### src/pio_pkg.sv
// package with the register map, field positions and bus carriers of the parallel port block
package pio_pkg;

	// bus geometry
	localparam int PIO_DATA_W = 32;                 // apb data width
	localparam int PIO_ADDR_W = 8;                  // apb byte address width
	localparam int PIO_IDX_W  = 6;                  // register index width

	// register indices, byte address is four times the index
	localparam logic [PIO_IDX_W-1:0] PIO_IDX_A_DATA = 6'h00;  // first port data
	localparam logic [PIO_IDX_W-1:0] PIO_IDX_B_DATA = 6'h01;  // second port data
	localparam logic [PIO_IDX_W-1:0] PIO_IDX_C_DATA = 6'h02;  // third port data
	localparam logic [PIO_IDX_W-1:0] PIO_IDX_D_IN   = 6'h03;  // first input-only port
	localparam logic [PIO_IDX_W-1:0] PIO_IDX_A_DIR  = 6'h04;  // first port direction
	localparam logic [PIO_IDX_W-1:0] PIO_IDX_B_DIR  = 6'h05;  // second port direction
	localparam logic [PIO_IDX_W-1:0] PIO_IDX_C_DIR  = 6'h06;  // third port direction
	localparam logic [PIO_IDX_W-1:0] PIO_IDX_E_IN   = 6'h2B;  // second input-only port
	localparam logic [PIO_IDX_W-1:0] PIO_IDX_F_DATA = 6'h2C;  // nibble port data
	localparam logic [PIO_IDX_W-1:0] PIO_IDX_F_DIR  = 6'h2E;  // nibble port direction
	localparam logic [PIO_IDX_W-1:0] PIO_IDX_CTRL   = 6'h30;  // control bits
	localparam logic [PIO_IDX_W-1:0] PIO_IDX_STAT   = 6'h31;  // interrupt latches

	// reset values
	localparam logic [7:0] PIO_DIR_RST  = 8'h00;    // all pins input
	localparam logic [3:0] PIO_DIRF_RST = 4'h0;     // nibble port all input
	localparam logic [2:0] PIO_CTRL_RST = 3'h0;     // all features off
	localparam logic [1:0] PIO_STAT_RST = 2'h0;     // no request pending

	// control register fields
	localparam int PIO_CTRL_OCE_BIT  = 0; // compare_output_enable
	localparam int PIO_CTRL_SPE_BIT  = 1; // serial_interface_enable
	localparam int PIO_CTRL_WAKE_BIT = 2; // wake on port interrupt

	// status register fields
	localparam int PIO_STAT_A_BIT = 0; // first port request latch
	localparam int PIO_STAT_C_BIT = 1; // third port request latch

	// shared pin positions
	localparam int PIO_PB_CAP_BIT = 7; // timer_capture_input pin
	localparam int PIO_PB_CMP_BIT = 6; // timer_compare_output pin
	localparam int PIO_PF_SS_BIT  = 0; // slave select pin
	localparam int PIO_ADC_E_BIT  = 3; // channel bit picking port e
	localparam int PIO_ADC_INT_BIT = 4; // channel bit for internal refs

	// pin drive of an 8-bit port
	typedef struct packed {
		logic [7:0] level; // value driven
		logic [7:0] enable; // high while driven
	} pio_drive8_t;

	// pin drive of the nibble port
	typedef struct packed {
		logic [3:0] level; // value driven
		logic [3:0] enable; // high while driven
	} pio_drive4_t;

	// apb request from the master
	typedef struct packed {
		logic                  psel; // slave selected
		logic                  penable; // access phase
		logic                  pwrite; // write direction
		logic [PIO_ADDR_W-1:0] paddr; // byte address
		logic [PIO_DATA_W-1:0] pwdata; // write data
	} pio_apb_req_t;

	// apb answer to the master
	typedef struct packed {
		logic [PIO_DATA_W-1:0] prdata; // read data
		logic                  pready; // transfer ends
		logic                  pslverr; // unmapped address
	} pio_apb_rsp_t;

endpackage

### src/pio_ports.sv
// parallel i/o port block: three byte ports, a nibble port, two input-only ports, apb registers
//
// Behaviour
// - 28 bidirectional lines, 16 input-only lines
// - direction bit 0 input, 1 output
// - output pins drive the data register bit
// - input pins read back the pin level
// - reset clears direction, keeps data
// - first/third port at 0,4 and 2,6
// - second port at 1 and 5
// - port a/c inputs ANDed into interrupt
// - separate request latch per interrupt port
// - latches set on falling edge only
// - output pins excluded from interrupt AND
// - a low input masks other falling pins
// - branch tests see dedicated irq pin only
// - compare enable gives timer pins on b7/b6
// - input-only ports at 03 and 2B
// - selected channel reads zero while converting
// - nibble port at 2C and 2E
// - serial enable takes nibble bits 3..1
// - nibble bit 0 slave select or output
// - hardware sets serial-owned direction bits
// - nibble data readable under serial use
// - port falling edge wakes when enabled
`timescale 1ns/1ps
module pio_ports (
	// clock and reset
	input  wire logic                  mclk_i,
	input  wire logic                  sys_rst_i,
	// apb slave
	input  wire pio_pkg::pio_apb_req_t apb_i,
	output pio_pkg::pio_apb_rsp_t      apb_o,
	// byte ports
	input  wire logic [7:0]            port_a_pin_i,
	output pio_pkg::pio_drive8_t       port_a_drive_o,
	input  wire logic [7:0]            port_b_pin_i,
	output pio_pkg::pio_drive8_t       port_b_drive_o,
	input  wire logic [7:0]            port_c_pin_i,
	output pio_pkg::pio_drive8_t       port_c_drive_o,
	// input-only ports
	input  wire logic [7:0]            port_d_pin_i,
	input  wire logic [7:0]            port_e_pin_i,
	// nibble port
	input  wire logic [3:0]            port_f_pin_i,
	output pio_pkg::pio_drive4_t       port_f_drive_o,
	// dedicated interrupt pin
	input  wire logic                  irq_pin_n_i,
	// timer hookup
	input  wire logic                  timer_compare_output_i,
	output logic                       timer_capture_input_o,
	// serial interface hookup
	input  wire logic [3:1]            spi_out_i,
	input  wire logic [3:1]            spi_dir_i,
	output logic      [3:1]            spi_pin_o,
	output logic                       spi_slave_select_n_o,
	// a/d converter state
	input  wire logic                  adc_active_i,
	input  wire logic [4:0]            adc_channel_i,
	// cpu side
	output logic                       port_irq_o,
	output logic                       irq_pin_level_o,
	output logic                       wake_o,
	output logic                       compare_output_enable_o,
	output logic                       serial_interface_enable_o
);

	import pio_pkg::*;

	localparam int SYNC_W = 45; // 5 bytes, a nibble, the irq pin

	// register storage
	logic [7:0] data_a_reg; // first port data, not reset
	logic [7:0] data_b_reg; // second port data, not reset
	logic [7:0] data_c_reg; // third port data, not reset
	logic [3:0] data_f_reg; // nibble port data, not reset
	logic [7:0] dir_a_reg; // first_port_direction
	logic [7:0] dir_b_reg; // second_port_direction
	logic [7:0] dir_c_reg; // third_port_direction
	logic [3:0] dir_f_reg; // nibble_port_direction
	logic [2:0] ctrl_reg; // feature enables
	logic [1:0] stat_reg; // port request latches

	// synchronised pins
	logic [SYNC_W-1:0] sync_in; // raw pins to synchroniser
	logic [SYNC_W-1:0] sync_out; // settled pins
	logic [7:0]        pin_a; // settled first port
	logic [7:0]        pin_b; // settled second port
	logic [7:0]        pin_c; // settled third port
	logic [7:0]        pin_d; // settled input port d
	logic [7:0]        pin_e; // settled input port e
	logic [3:0]        pin_f; // settled nibble port
	logic              pin_irq_n; // settled dedicated irq pin

	// interrupt detection
	logic comb_a; // AND of participating a inputs
	logic comb_c; // AND of participating c inputs
	logic comb_a_reg; // last combined a level
	logic comb_c_reg; // last combined c level
	logic fall_a; // combined a fell
	logic fall_c; // combined c fell

	// bus handling
	logic                  pready_reg; // answer flag
	logic [PIO_DATA_W-1:0] prdata_reg; // captured read data
	logic                  pslverr_reg; // error flag
	logic                  acc_phase; // access cycle before answer
	logic                  wr_en; // write commits this edge
	logic [PIO_IDX_W-1:0]  idx; // addressed register
	logic                  aligned; // low address bits zero
	logic [7:0]            rd_val; // read mux result
	logic                  rd_hit; // address is mapped
	logic                  serial_interface_enable; // serial interface on
	logic                  compare_output_enable; // timer pins on

	// output flip-flops
	pio_drive8_t drive_a_reg; // first port drive
	pio_drive8_t drive_b_reg; // second port drive
	pio_drive8_t drive_c_reg; // third port drive
	pio_drive4_t drive_f_reg; // nibble port drive
	logic        port_irq_reg; // combined request
	logic        irq_level_reg; // dedicated pin level
	logic        wake_reg; // wake request
	logic        capture_reg; // timer capture level
	logic [3:1]  spi_pin_reg; // serial pin levels
	logic        ss_n_reg; // slave select

	// read value of a bidirectional bit set: data where output, pin where input
	function automatic logic [7:0] pio_bidir_read(input logic [7:0] data, input logic [7:0] dir,
		input logic [7:0] pin);
		pio_bidir_read = (dir & data) | (~dir & pin);
	endfunction

	// input-only port read with the converting channel forced to zero
	function automatic logic [7:0] pio_adc_mask(input logic [7:0] pin, input logic port_e);
		logic [7:0] mask;
		mask = 8'h00;
		if (adc_active_i && !adc_channel_i[PIO_ADC_INT_BIT] && (adc_channel_i[PIO_ADC_E_BIT] == port_e)) begin
			mask[adc_channel_i[2:0]] = 1'b1;
		end
		pio_adc_mask = pin & ~mask;
	endfunction

	// all external lines pass the three-stage synchroniser
	assign sync_in = {irq_pin_n_i, port_f_pin_i, port_e_pin_i, port_d_pin_i,
		port_c_pin_i, port_b_pin_i, port_a_pin_i};

	pio_sync #(
		.W (SYNC_W)
	) u_sync (
		.mclk_i    (mclk_i),
		.sys_rst_i (sys_rst_i),
		.async_i   (sync_in),
		.sync_o    (sync_out)
	);

	assign pin_a     = sync_out[7:0];
	assign pin_b     = sync_out[15:8];
	assign pin_c     = sync_out[23:16];
	assign pin_d     = sync_out[31:24];
	assign pin_e     = sync_out[39:32];
	assign pin_f     = sync_out[43:40];
	assign pin_irq_n = sync_out[44];

	assign serial_interface_enable = ctrl_reg[PIO_CTRL_SPE_BIT];
	assign compare_output_enable = ctrl_reg[PIO_CTRL_OCE_BIT];

	// bus decode: one wait state, the write lands on the completing edge
	assign idx       = apb_i.paddr[PIO_ADDR_W-1:2];
	assign aligned   = (apb_i.paddr[1:0] == 2'h0);
	assign acc_phase = apb_i.psel && apb_i.penable && !pready_reg;
	assign wr_en     = apb_i.psel && apb_i.penable && pready_reg && apb_i.pwrite && aligned;

	// read multiplexer over the register map
	always_comb begin
		rd_val = 8'h00;
		rd_hit = aligned;
		case (idx)
			PIO_IDX_A_DATA: rd_val = pio_bidir_read(data_a_reg, dir_a_reg, pin_a);
			PIO_IDX_B_DATA: rd_val = pio_bidir_read(data_b_reg, dir_b_reg, pin_b);
			PIO_IDX_C_DATA: rd_val = pio_bidir_read(data_c_reg, dir_c_reg, pin_c);
			PIO_IDX_D_IN:   rd_val = pio_adc_mask(pin_d, 1'b0);
			PIO_IDX_A_DIR:  rd_val = dir_a_reg;
			PIO_IDX_B_DIR:  rd_val = dir_b_reg;
			PIO_IDX_C_DIR:  rd_val = dir_c_reg;
			PIO_IDX_E_IN:   rd_val = pio_adc_mask(pin_e, 1'b1);
			PIO_IDX_F_DATA: begin
				// stays readable while the serial interface owns bits 3..1
				rd_val = pio_bidir_read({4'h0, data_f_reg}, {4'h0, dir_f_reg},
					{4'h0, pin_f});
			end
			PIO_IDX_F_DIR:  rd_val = {4'h0, dir_f_reg};
			PIO_IDX_CTRL:   rd_val = {5'h00, ctrl_reg};
			PIO_IDX_STAT:   rd_val = {6'h00, stat_reg};
			default:        rd_hit = 1'b0;           // unmapped reads zero with error
		endcase
	end

	// apb answer: pready rises one cycle into the access phase
	always_ff @(posedge mclk_i) begin
		if (sys_rst_i) begin
			pready_reg  <= 1'b0;
			prdata_reg  <= '0;
			pslverr_reg <= 1'b0;
		end else if (acc_phase) begin
			pready_reg  <= 1'b1;
			prdata_reg  <= apb_i.pwrite ? '0 : {24'h000000, rd_val};
			pslverr_reg <= !rd_hit;
		end else begin
			pready_reg  <= 1'b0;
			prdata_reg  <= '0;
			pslverr_reg <= 1'b0;
		end
	end

	assign apb_o.pready  = pready_reg;
	assign apb_o.prdata  = prdata_reg;
	assign apb_o.pslverr = pslverr_reg;

	// data registers keep their contents through reset
	always_ff @(posedge mclk_i) begin
		if (wr_en) begin
			case (idx)
				PIO_IDX_A_DATA: data_a_reg <= apb_i.pwdata[7:0];
				PIO_IDX_B_DATA: data_b_reg <= apb_i.pwdata[7:0];
				PIO_IDX_C_DATA: data_c_reg <= apb_i.pwdata[7:0];
				PIO_IDX_F_DATA: data_f_reg <= apb_i.pwdata[3:0];
				default: ;                           // other registers elsewhere
			endcase
		end
	end

	// byte port direction registers, cleared by reset
	always_ff @(posedge mclk_i) begin
		if (sys_rst_i) begin
			dir_a_reg <= PIO_DIR_RST;
			dir_b_reg <= PIO_DIR_RST;
			dir_c_reg <= PIO_DIR_RST;
		end else if (wr_en) begin
			if (idx == PIO_IDX_A_DIR) begin
				dir_a_reg <= apb_i.pwdata[7:0];
			end
			if (idx == PIO_IDX_B_DIR) begin
				dir_b_reg <= apb_i.pwdata[7:0];
			end
			if (idx == PIO_IDX_C_DIR) begin
				dir_c_reg <= apb_i.pwdata[7:0];
			end
		end
	end

	// nibble direction: hardware owns bits 3..1 while serial is on
	always_ff @(posedge mclk_i) begin
		if (sys_rst_i) begin
			dir_f_reg <= PIO_DIRF_RST;
		end else begin
			if (wr_en && idx == PIO_IDX_F_DIR) begin
				dir_f_reg[0] <= apb_i.pwdata[0];
				if (!serial_interface_enable) begin
					dir_f_reg[3:1] <= apb_i.pwdata[3:1];
				end
			end
			if (serial_interface_enable) begin
				dir_f_reg[3:1] <= spi_dir_i;
			end
		end
	end

	// control register
	always_ff @(posedge mclk_i) begin
		if (sys_rst_i) begin
			ctrl_reg <= PIO_CTRL_RST;
		end else if (wr_en && idx == PIO_IDX_CTRL) begin
			ctrl_reg <= apb_i.pwdata[2:0];
		end
	end

	// combined port levels: output pins count as high so they never pull it low
	assign comb_a = &(pin_a | dir_a_reg);
	assign comb_c = &(pin_c | dir_c_reg);
	assign fall_a = comb_a_reg && !comb_a;
	assign fall_c = comb_c_reg && !comb_c;

	// previous combined levels, idle high so reset makes no edge when the combined line is high at release
	always_ff @(posedge mclk_i) begin
		if (sys_rst_i) begin
			comb_a_reg <= 1'b1;
			comb_c_reg <= 1'b1;
		end else begin
			comb_a_reg <= comb_a;
			comb_c_reg <= comb_c;
		end
	end

	// request latches, write one to acknowledge, a new edge beats the clear
	always_ff @(posedge mclk_i) begin
		if (sys_rst_i) begin
			stat_reg <= PIO_STAT_RST;
		end else begin
			if (fall_a) begin
				stat_reg[PIO_STAT_A_BIT] <= 1'b1;
			end else if (wr_en && idx == PIO_IDX_STAT && apb_i.pwdata[PIO_STAT_A_BIT]) begin
				stat_reg[PIO_STAT_A_BIT] <= 1'b0;
			end
			if (fall_c) begin
				stat_reg[PIO_STAT_C_BIT] <= 1'b1;
			end else if (wr_en && idx == PIO_IDX_STAT && apb_i.pwdata[PIO_STAT_C_BIT]) begin
				stat_reg[PIO_STAT_C_BIT] <= 1'b0;
			end
		end
	end

	// cpu-facing interrupt, wake and pin-level outputs
	always_ff @(posedge mclk_i) begin
		if (sys_rst_i) begin
			port_irq_reg  <= 1'b0;
			irq_level_reg <= 1'b1;
			wake_reg      <= 1'b0;
		end else begin
			port_irq_reg  <= |stat_reg;
			irq_level_reg <= pin_irq_n;
			wake_reg      <= ctrl_reg[PIO_CTRL_WAKE_BIT] && (fall_a || fall_c);
		end
	end

	// byte port pin drive, timer takes b7/b6 under compare enable
	always_ff @(posedge mclk_i) begin
		if (sys_rst_i) begin
			drive_a_reg <= '0;
			drive_b_reg <= '0;
			drive_c_reg <= '0;
			capture_reg <= 1'b0;
		end else begin
			drive_a_reg.level  <= data_a_reg;
			drive_a_reg.enable <= dir_a_reg;
			drive_c_reg.level  <= data_c_reg;
			drive_c_reg.enable <= dir_c_reg;
			drive_b_reg.level  <= data_b_reg;
			drive_b_reg.enable <= dir_b_reg;
			if (compare_output_enable) begin
				drive_b_reg.level[PIO_PB_CMP_BIT]  <= timer_compare_output_i;
				drive_b_reg.enable[PIO_PB_CMP_BIT] <= 1'b1;
				drive_b_reg.enable[PIO_PB_CAP_BIT] <= 1'b0;
			end
			capture_reg <= compare_output_enable && pin_b[PIO_PB_CAP_BIT];
		end
	end

	// nibble port drive and serial pin hookup
	always_ff @(posedge mclk_i) begin
		if (sys_rst_i) begin
			drive_f_reg <= '0;
			spi_pin_reg <= 3'h0;
			ss_n_reg    <= 1'b1;
		end else begin
			drive_f_reg.level[0]  <= data_f_reg[0];
			drive_f_reg.enable[0] <= dir_f_reg[0];
			if (serial_interface_enable) begin
				drive_f_reg.level[3:1]  <= spi_out_i;
				drive_f_reg.enable[3:1] <= dir_f_reg[3:1];
			end else begin
				drive_f_reg.level[3:1]  <= data_f_reg[3:1];
				drive_f_reg.enable[3:1] <= dir_f_reg[3:1];
			end
			spi_pin_reg <= pin_f[3:1];
			ss_n_reg    <= !(serial_interface_enable && !dir_f_reg[PIO_PF_SS_BIT]) || pin_f[PIO_PF_SS_BIT];
		end
	end

	// outputs straight from flip-flops
	assign port_a_drive_o            = drive_a_reg;
	assign port_b_drive_o            = drive_b_reg;
	assign port_c_drive_o            = drive_c_reg;
	assign port_f_drive_o            = drive_f_reg;
	assign timer_capture_input_o     = capture_reg;
	assign spi_pin_o                 = spi_pin_reg;
	assign spi_slave_select_n_o      = ss_n_reg;
	assign port_irq_o                = port_irq_reg;
	assign irq_pin_level_o           = irq_level_reg;
	assign wake_o                    = wake_reg;
	assign compare_output_enable_o   = ctrl_reg[PIO_CTRL_OCE_BIT];
	assign serial_interface_enable_o = ctrl_reg[PIO_CTRL_SPE_BIT];

endmodule

### src/pio_sync.sv
// three-stage pin synchroniser that passes a change once stages two and three agree
`timescale 1ns/1ps
module pio_sync #(
	parameter int W = 8                             // number of lines
) (
	// clock and reset
	input  wire logic         mclk_i,
	input  wire logic         sys_rst_i,
	// lines in and settled out
	input  wire logic [W-1:0] async_i,
	output logic      [W-1:0] sync_o
);

	logic [W-1:0] st1_reg;                          // first stage, read only by st2
	logic [W-1:0] st2_reg;                          // second stage
	logic [W-1:0] st3_reg;                          // third stage
	logic [W-1:0] out_reg;                          // settled value

	// shift chain, no reset needed on the metastable stages
	always_ff @(posedge mclk_i) begin
		st1_reg <= async_i;
		st2_reg <= st1_reg;
		st3_reg <= st2_reg;
	end

	// accept a bit only when the last two stages agree; reset loads the pin level
	// so no false edge reaches the interrupt detectors at release
	always_ff @(posedge mclk_i) begin
		if (sys_rst_i) begin
			out_reg <= st3_reg;
		end else begin
			out_reg <= (st2_reg & st3_reg) | (out_reg & (st2_reg | st3_reg));
		end
	end

	assign sync_o = out_reg;

endmodule

### config.mk
export PLATFORM = sky130hd
export DESIGN_NAME = pio_ports
export DESIGN_NICKNAME = d
export VERILOG_FILES = /design/src/pio_pkg.sv /design/src/pio_ports.sv /design/src/pio_sync.sv
export SDC_FILE = /design/constraint.sdc
export NUM_CORES = 1
export LEC_CHECK = 0
export BUFFER_PORTS_ARGS = -buffer_cell sky130_fd_sc_hd__buf_2
export CAP_MARGIN = 30
export CELL_PAD_IN_SITES_DETAIL_PLACEMENT = 1
export CELL_PAD_IN_SITES_GLOBAL_PLACEMENT = 1
export CORE_ASPECT_RATIO = 1.2
export CORE_MARGIN = 4
export CORE_UTILIZATION = 45
export CTS_CLUSTER_DIAMETER = 30
export CTS_CLUSTER_SIZE = 40
export DETAILED_ROUTE_END_ITERATION = 7
export HOLD_SLACK_MARGIN = 0.12
export PLACE_DENSITY_LB_ADDON = 0.25
export SETUP_SLACK_MARGIN = 0.5
export SYNTH_ARGS = -nofsm -noshare
export SYNTH_HDL_FRONTEND = slang
export SYNTH_SLANG_ARGS = --single-unit
### constraint.sdc
create_clock -name mclk_i -period 4.65 [get_ports mclk_i]
set_input_delay 0.93 -clock mclk_i [delete_from_list [all_inputs] [get_ports mclk_i]]
set_output_delay 0.93 -clock mclk_i [all_outputs]
set_load 0.005 [all_outputs]
Yosys cells after proc, flatten, opt, wreduce, memory -nomap -nowiden
Index checks and enable logic that the tools add are counted.

operators by class
  $lt $le $gt $ge = 2
  equality and inequality tests = 11
  muxes and demuxes = 19
  bitwise gates (word level) = 28
  reductions and logical operators = 47

operator list
  kind                  count
  $pmux W8 S12          1
  $and A45 B45 Y45      2
  $or A45 B45 Y45       2
  $and A8 B8 Y8         8
  $mux W45              1
  $not A8 Y8            5
  $or A8 B8 Y8          5
  $mux W8               4
  $eq A6 B6 Y1 const B  5
  $logic_and A1 B1 Y1   19
  $eq A6 B3 Y1 const B  3
  $reduce_and A8 Y1     2
  $reduce_and A2 Y1     7
  $eq A6 B2 Y1 const B  2
  $reduce_or A12 Y1     1
  $mux W1               9
  $and A8 B4 Y8         1
  $not A4 Y8            1
  $or A4 B8 Y8          1
  $logic_not A1 Y1      7
  $eq A6 B1 Y1 const B  1
  $logic_not A6 Y1      1
  $mux W3               2
  $reduce_bool A2 Y1    3
  10 further kinds      14

word-level totals
  register bits after elaboration = 341
  input bits = 103
  output and inout bits = 100
  word-level logic and storage cells = 144

Depth between registers and ports, before layout
Gate-level depths: netlist of run 1.

  depth after elaboration = 9
  mapped depth = 7
  gate-level depth less buffers = 5

Modules after synthesis
A second synthesis of run 1 with hierarchy kept.

second synthesis, totals
  cells, all modules = 921
  area, all modules = 10,137.2 µm²

modules (own cells, without submodules)
  module     times used  cells an instance  area each (µm²)  sequential area each (µm²)
  pio_ports  1           552                5,527.8          3,022.9
  pio_sync   1           369                4,609.4          3,603.5

Worst setup path after synthesis of run 1
OpenSTA, ideal clock, no wires.

  path type = input port to flip-flop
  start point = input port apb_i[37] (netlist name)
  end point = register dir_a_reg[0]
  library setup time = 128 ps
  arrival = 2,326 ps
  data required time = 4,522 ps
  setup slack = 2,196 ps
  stages on the path = 7
  buffers on the path = 2
  cells stage by stage = buf_2 or4b_4 nor3_4 and2_4 buf_12 mux2i_1 nor2_1

on the way
  word-level cells in the longest chain between the ends = 2

RTL lines
  element                      RTL line          RTL
  start, declared              pio_ports.sv:32   input wire pio_pkg::pio_apb_req_t apb_i,
  $eq A6 B3 Y1                 pio_ports.sv:240  if (idx == PIO_IDX_A_DIR) begin
  $reduce_and A2 Y1 (no line)  n/a
  end signal, assigned         pio_ports.sv:241  dir_a_reg <= apb_i.pwdata[7:0];
  end, declared                pio_ports.sv:77   logic [7:0] dir_a_reg;

No other way between the ends.
A chain may end at the register's enable or synchronous reset.

Worst setup path in the final report of run 1
  start point = input port apb_i[35] (netlist name)
  end point = register data_c_reg[7] (enable)

on the way
  word-level cells in the longest chain between the ends = 2

RTL lines
  element                      RTL line          RTL
  $eq A6 B2 Y1                 pio_ports.sv:223  case (idx)
  $reduce_and A2 Y1 (no line)  n/a
  end signal, assigned         pio_ports.sv:226  PIO_IDX_C_DATA: data_c_reg <= apb_i.pwdata[7:0];
  end, declared                pio_ports.sv:75   logic [7:0] data_c_reg;

No other way between the ends.

==> flow_summary.yaml, run 1 <==
outcome:
  status: "complete, no violations"
global_routing:
  grt_pass1_vias: 7643
  grt_overflow: 0
  grt_start_max_net_pins: 65
  track_usage_pct: 21.0
  grt_pass1_wl_mm: 41.8
  antenna_found_initial: 1
timing:
  fin_crit_ns: 2.90
  tightest_slew_ns: 0.927
  relSlewSlack_pct: 37.7
  final_hold_viol_count: 0
  rsz0062_at_grt: "false"
  timing.final.ws_setup_ns: 1.75
  fin_skew_ns: 0.00976
  setup_viol: 0
  min_period_over_period_pct: 62.5
  tns_ns: 0
  final-max-slew-violation-count: 0
  max_freq_mhz: 344
cells_and_area:
  final-seq-area_um2: 6630
  synthToLayoutAreaGrowth_pct: 26.9
  layout-drive-gt1-share_pct: 23.4
  final_cell_mix: "289 x dfxtp_1, 153 x buf_2, 104 x o21ai_0, 95 x nor2b_1, 84 x nand2_1"
  multiInputGateArea_um2: 3190
  fin_nets: 1180
  layout.cells.non_filler: 1397
  fillerInstances: 2330
  final_common_cell: "dfxtp_1"
drt:
  wl_per_cell_um: 19.0
  vias_per_cell: 5.21
  final_antenna_net_count: 0
  via_count: 7279
  drt_iter0_markers: 420
  dr.pass1.iters: 5
  drc_errors: 0
  routed_wl_mm: 26.6
logic_synthesis:
  synth_edf_count: 28
  synth.distinct_cells: 59
  ys.flop_type: "dfxtp_1"
  synth_fa_ha_area_share_pct: 0
  yosys_warnings: 0
  synth-simple-area-share_pct: 16.3
  synth_area_um2: 10100
  synth-compound-area-share_pct: 9.58
  synth_top_area_share_pct: 57.1
  synthArstFlopShare_pct: 0
  syn_area_per_cell_um2: 11.1
  synth_xor_area_share_pct: 0
  synth_area_leaders: "dfxtp_1 57%, edfxtp_1 8.3%, nor2b_1 5.9%"
  ys_ff_latch: 317
  synth_top_family_by_area: "simple AND/OR/NAND/NOR gates"
  syn_inst: 909
  synth.largest_area_cell: "dfxtp_1"
  ys_seq_area_share_pct: 65.4
  synthMuxAreaShare_pct: 4.70
setup_path:
  r2r_start: "pready_reg"
  cp-startpoint: "apb_i[35]"
  cp.arrival_ns: 3.06
  r2r_end: "data_c_reg[7]"
  critPathCapture: "data_c_reg[7]"
  rrSetupSlack_ns: 2.17
  crit_required_ns: 4.81
  critPathLaunchType: "input port"
  critPathMaxFanout: 16
  reg2reg_depth: 3
  critPathKind: "in2reg"
  cp-end-kind: "flip-flop"
cts:
  cts-buffers-inserted: 52
  cts_max_path_buffers: 3
  clk_pin_slew_ns: 0.05
  worst_skew_pair.late_latency_ns: 0.54
  cts_tree: "yes"
  postCtsSetupBuffers: 0
  cts_sinks: 317
  hold_buffers: 0
  clockRootBuffer: "clkbuf_16"
  htree_levels: 2
  cts_resized: 0
place:
  dpl.hpwl_mm: 18.3
  port_buffers: 154
  routabilityCongestion: 0.878
  dp.cells: 1297
  dpl_worst_slack_ns: 1.34
floorplan:
  die_h_um: 172
  core_um2: 21900
  rows: 59
  boundaryPins: 203
  die_area_um2: 25000
  fp.dieW_um: 145
  start_util_pct: 46.2
power_and_ir_drop:
  p_leak_uw: 0.00528
  peakVddDrop_uv: 303
  power_density_nw_per_um2: 558
min_path:
  min_path_type: "reg2reg"
  hp-start: "u_sync.st1_reg[10]"
flow_run:
  cap_violations: 0
[area by class of cell]
cell class,count,share of cell area [%]
diodes,2,0.0390
clock buffers,69,11.6
clock inverters,29,3.01
inverters,6,0.175
multi-input cells,544,24.8
flip-flops and latches,317,51.6
well taps,274,2.67
repair buffers,156,6.13
[logic make-up (layout without fill, tap and decap cells)]
logic type / Yosys count / after routing
compound gates: 170 / 170
buf+inv: 71 / 260
flops: 317 / 317
mux: 47 / 47
other cells: 1 / 26
simple gates: 303 / 303
[critical path, cell delays in order]
cell,delay [ns]
buf_2,0.30
nor2b_1,0.69
nand2_1,0.37
nor2_1,0.76
[routing by layer]
layer	GRT usage, %	part of all wire [%]
met2	37.9	51
met5	0	0
met4	6.86	2.4
met1	24.6	40
met3	5.64	6.7
[metrics by stage]
step                utilization, %  cell area, um^2  hold WS (ns)  total power, uW
floorplan                        -            10200         0.310             3120
global placement              50.0            11000         0.311             3210
detailed placement            50.0            11000         0.313             3230
CTS                           58.6            12800         0.325             7240
global route                  58.6            12800         0.330             7430
finish                        58.6            12800         0.321             7170
[cells in the mapped netlist, types with 4 or more instances]
| library cell | n |
|---|---|
| and2_1 | 5 |
| nor3_1 | 5 |
| buf_2 | 8 |
| inv_1 | 6 |
| o21ai_0 | 104 |
| dfxtp_1 | 289 |
| buf_4 | 26 |
| a21oi_1 | 20 |
| mux2i_1 | 43 |
| nand3_1 | 21 |
| a31oi_1 | 4 |
| and3_1 | 5 |
| nand2_1 | 84 |
| nor2_1 | 45 |
| a41oi_1 | 5 |
| edfxtp_1 | 28 |
| mux2_2 | 4 |
| clkbuf_1 | 29 |
| o22ai_1 | 16 |
| nand2b_1 | 6 |
| nor2b_1 | 95 |
[worst min-delay path by stage]
| stage | endpoint | slack, ns | depth (start not counted) |
|---|---|---|---|
| floorplan | u_sync.st2_reg[0] | 0.31 | 0 |
| global placement | u_sync.st2_reg[27] | 0.31 | 0 |
| detailed placement | u_sync.st2_reg[25] | 0.31 | 0 |
| CTS | u_sync.st2_reg[10] | 0.32 | 0 |
| finish | u_sync.st2_reg[10] | 0.32 | 0 |
| global route | u_sync.st2_reg[30] | 0.33 | 0 |
[report_power, final]
group	internal [uW]	total, uW	switching (uW)
logic	92.5	234	142
registers	2880	2940	64.7
clock network	2660	4000	1330
Note: power is estimated with default switching activity, not from simulation.
==> inputs of run 2 (changes only) <==
--- a/config.mk
+++ b/config.mk
@@ -5,13 +5,14 @@
 export SDC_FILE = /design/constraint.sdc
 export NUM_CORES = 1
 export LEC_CHECK = 0
+export ABC_AREA = 1
 export BUFFER_PORTS_ARGS = -buffer_cell sky130_fd_sc_hd__buf_2
 export CAP_MARGIN = 30
 export CELL_PAD_IN_SITES_DETAIL_PLACEMENT = 1
 export CELL_PAD_IN_SITES_GLOBAL_PLACEMENT = 1
 export CORE_ASPECT_RATIO = 1.2
 export CORE_MARGIN = 4
-export CORE_UTILIZATION = 45
+export CORE_UTILIZATION = 37
 export CTS_CLUSTER_DIAMETER = 30
 export CTS_CLUSTER_SIZE = 40
 export DETAILED_ROUTE_END_ITERATION = 7
==> constraint.sdc (replaced) <==
create_clock -name mclk_i -period 2.4 [get_ports mclk_i]
set_input_delay 0.48 -clock mclk_i [delete_from_list [all_inputs] [get_ports mclk_i]]
set_output_delay 0.48 -clock mclk_i [all_outputs]
set_load 0.005 [all_outputs]
==> run 2 against run 1 <==
Effect of this change: setup slack worse by 1.1 ns; worst hold slack worse by 0.15 ns; final cell count up 23%; final area up 5.8%; clock-buffer cell count unchanged; critical path type is now reg2out; clock skew up 0.013 ns; total power up 95%; sequential share of layout area down 2.8 points; critical path depth down 3; routed wire length up 6.9%; non-clock buffer count up 55; clock power up 95%.
==> flow_summary.yaml, run 2 <==
outcome:
  status: "complete, no violations"
timing:
  final_hold_viol_count: 0
  hold_ws_ns: 0.172
  rsz0062_at_grt: "false"
  fin_skew_ns: 0.0223
  final-max-slew-violation-count: 0
  setup_viol: 0
  max_freq_mhz: 569
  relSlewSlack_pct: 39.8
  tightest_slew_ns: 0.903
  min_period_over_period_pct: 73.2
  fin_crit_ns: 1.76
  tns_ns: 0
setup_path:
  critPathKind: "reg2out"
  cp.buffers_inverters: 1
  critPathMaxFanout: 12
  crit_required_ns: 1.92
  cp-end-kind: "output pin"
  critical-path-max-stage-delay_ns: 0.55
  reg2reg_depth: 5
  cp.arrival_ns: 1.28
  r2r_start: "pready_reg"
  cpLargestDelayFamily: "flip-flops"
  rrSetupSlack_ns: 0.84
  crit_chain: "buf_2"
  worst_path_max_delay_cell: "dfxtp_1"
  r2r_end: "ctrl_reg[0]"
  critPathLaunchType: "flip-flop"
cts:
  hold_buffers: 45
  clk_pin_slew_ns: 0.05
  htree_levels: 2
  clockRootBuffer: "clkbuf_16"
  cts_tree: "yes"
  postCtsSetupBuffers: 0
  cts_sinks: 317
  worst_skew_pair.late_latency_ns: 0.55
  cts_resized: 0
  cts-buffers-inserted: 54
  cts_max_path_buffers: 3
drt:
  drt_iter0_markers: 430
  dr.pass1.iters: 5
  final_antenna_net_count: 0
  via_count: 8081
  vias_per_cell: 4.68
  drc_errors: 0
  wl_per_cell_um: 16.5
  routed_wl_mm: 28.4
global_routing:
  grt_overflow: 0
  track_usage_pct: 18.5
  grt_pass1_vias: 8504
  grt_start_max_net_pins: 89
  grt_pass1_wl_mm: 45.0
  antenna_found_initial: 1
floorplan:
  core_um2: 27100
  fp.dieW_um: 159
  start_util_pct: 37.5
  rows: 66
  die_h_um: 190
  die_area_um2: 30200
  boundaryPins: 203
place:
  routabilityCongestion: 0.835
  placedInstanceArea_um2: 11200
  dp.cells: 1579
  port_buffers: 154
  dpl.hpwl_mm: 20.0
cells_and_area:
  layout.cells.non_filler: 1725
  fin_nets: 1443
  final_util_pct: 50.2
  postLayoutCellArea_um2: 13600
  final_cell_mix: "289 x dfxtp_1, 197 x nor2_1, 155 x nand2_1, 153 x buf_2, 124 x o21ai_0"
  final_common_cell: "dfxtp_1"
  fillerInstances: 3113
  multiInputGateArea_um2: 2940
  final-seq-area_um2: 6630
  synthToLayoutAreaGrowth_pct: 33.6
  diodes: 0
  layout-drive-gt1-share_pct: 20.6
logic_synthesis:
  syn_area_per_cell_um2: 9.23
  synth_fa_ha_area_share_pct: 0
  yosys_warnings: 0
  synth_edf_count: 28
  synth_xor_area_share_pct: 0
  synth_top_area_share_pct: 56.9
  synth_area_um2: 10200
  syn_inst: 1102
  synthTopCellsByCount: "289 x dfxtp_1, 197 x nor2_1, 155 x nand2_1, 124 x o21ai_0, 95 x inv_1"
  synthMuxAreaShare_pct: 0
  ys_seq_area_share_pct: 65.2
  synthArstFlopShare_pct: 0
  synth_area_leaders: "dfxtp_1 57%, edfxtp_1 8.3%, nor2_1 7.3%"
  ys.flop_type: "dfxtp_1"
  synth.distinct_cells: 30
  synth.largest_area_cell: "dfxtp_1"
  synth_top_family_by_area: "simple AND/OR/NAND/NOR gates"
  synth-simple-area-share_pct: 18.3
  ys_ff_latch: 317
  yosysMostFrequentCell: "dfxtp_1"
  synth-compound-area-share_pct: 9.71
power_and_ir_drop:
  power_density_nw_per_um2: 1030
  p_leak_uw: 0.00612
  peakVddDrop_uv: 649
min_path:
  hp-start: "spi_out_i[1]"
  worstHoldPathCells: 3
  whs_endpoint: "port_f_drive_o[5]"
  min_path_type: "in2reg"
flow_run:
  cap_violations: 0
run 2: logic make-up after synthesis:
logic type,Yosys count
AO/OA/AOI/OAI,188
AND/OR/NAND/NOR,443
buffers and inverters,153
other,1
flip-flops,317
run 2: report_power, final:
part | internal, uW | switching, uW
Combinational | 212 | 313
Sequential | 5570 | 113
Clock | 5060 | 2740
run 2: through the flow:
step,power [uW],setup WS [ns]
3_5_place_dp,6250,0.389
3_3_place_gp,6230,0.482
6_report,14000,0.644
4_1_cts,14100,0.617
5_1_grt,14500,0.567
2_1_floorplan,6030,0.730
run 2: routing by layer:
metal	vias to the layer above	share of wire, %	track usage (%)
met5	-	0.046	0
met4	2	1.9	5.31
met3	45	4.7	3.90
met2	202	51	33.4
met1	3851	42	22.4
li1	3981	-	-
run 2: cell type report:
cell class                 count  share of cell area [%]
clock inverter                32                    2.68
inverter                     101                    2.79
timing repair buffer         211                    9.67
clock buffer                  69                    11.3
tap                          340                    3.13
sequential                   317                    48.8
multi-input combinational    655                    21.6
run 2: how the worst max path moves through the flow:
stage                                            to  slack, ns   startpoint  depth (start not counted)
after floorplan                       data_a_reg[0]       0.73    apb_i[33]                          3
after CTS                 serial_interface_enable_o       0.62  ctrl_reg[1]                          1
after global routing      serial_interface_enable_o       0.57  ctrl_reg[1]                          1
after global placement                data_f_reg[0]       0.48    apb_i[35]                          6
after detailed placement              data_f_reg[3]       0.39    apb_i[35]                          6
final                     serial_interface_enable_o       0.64  ctrl_reg[1]                          1
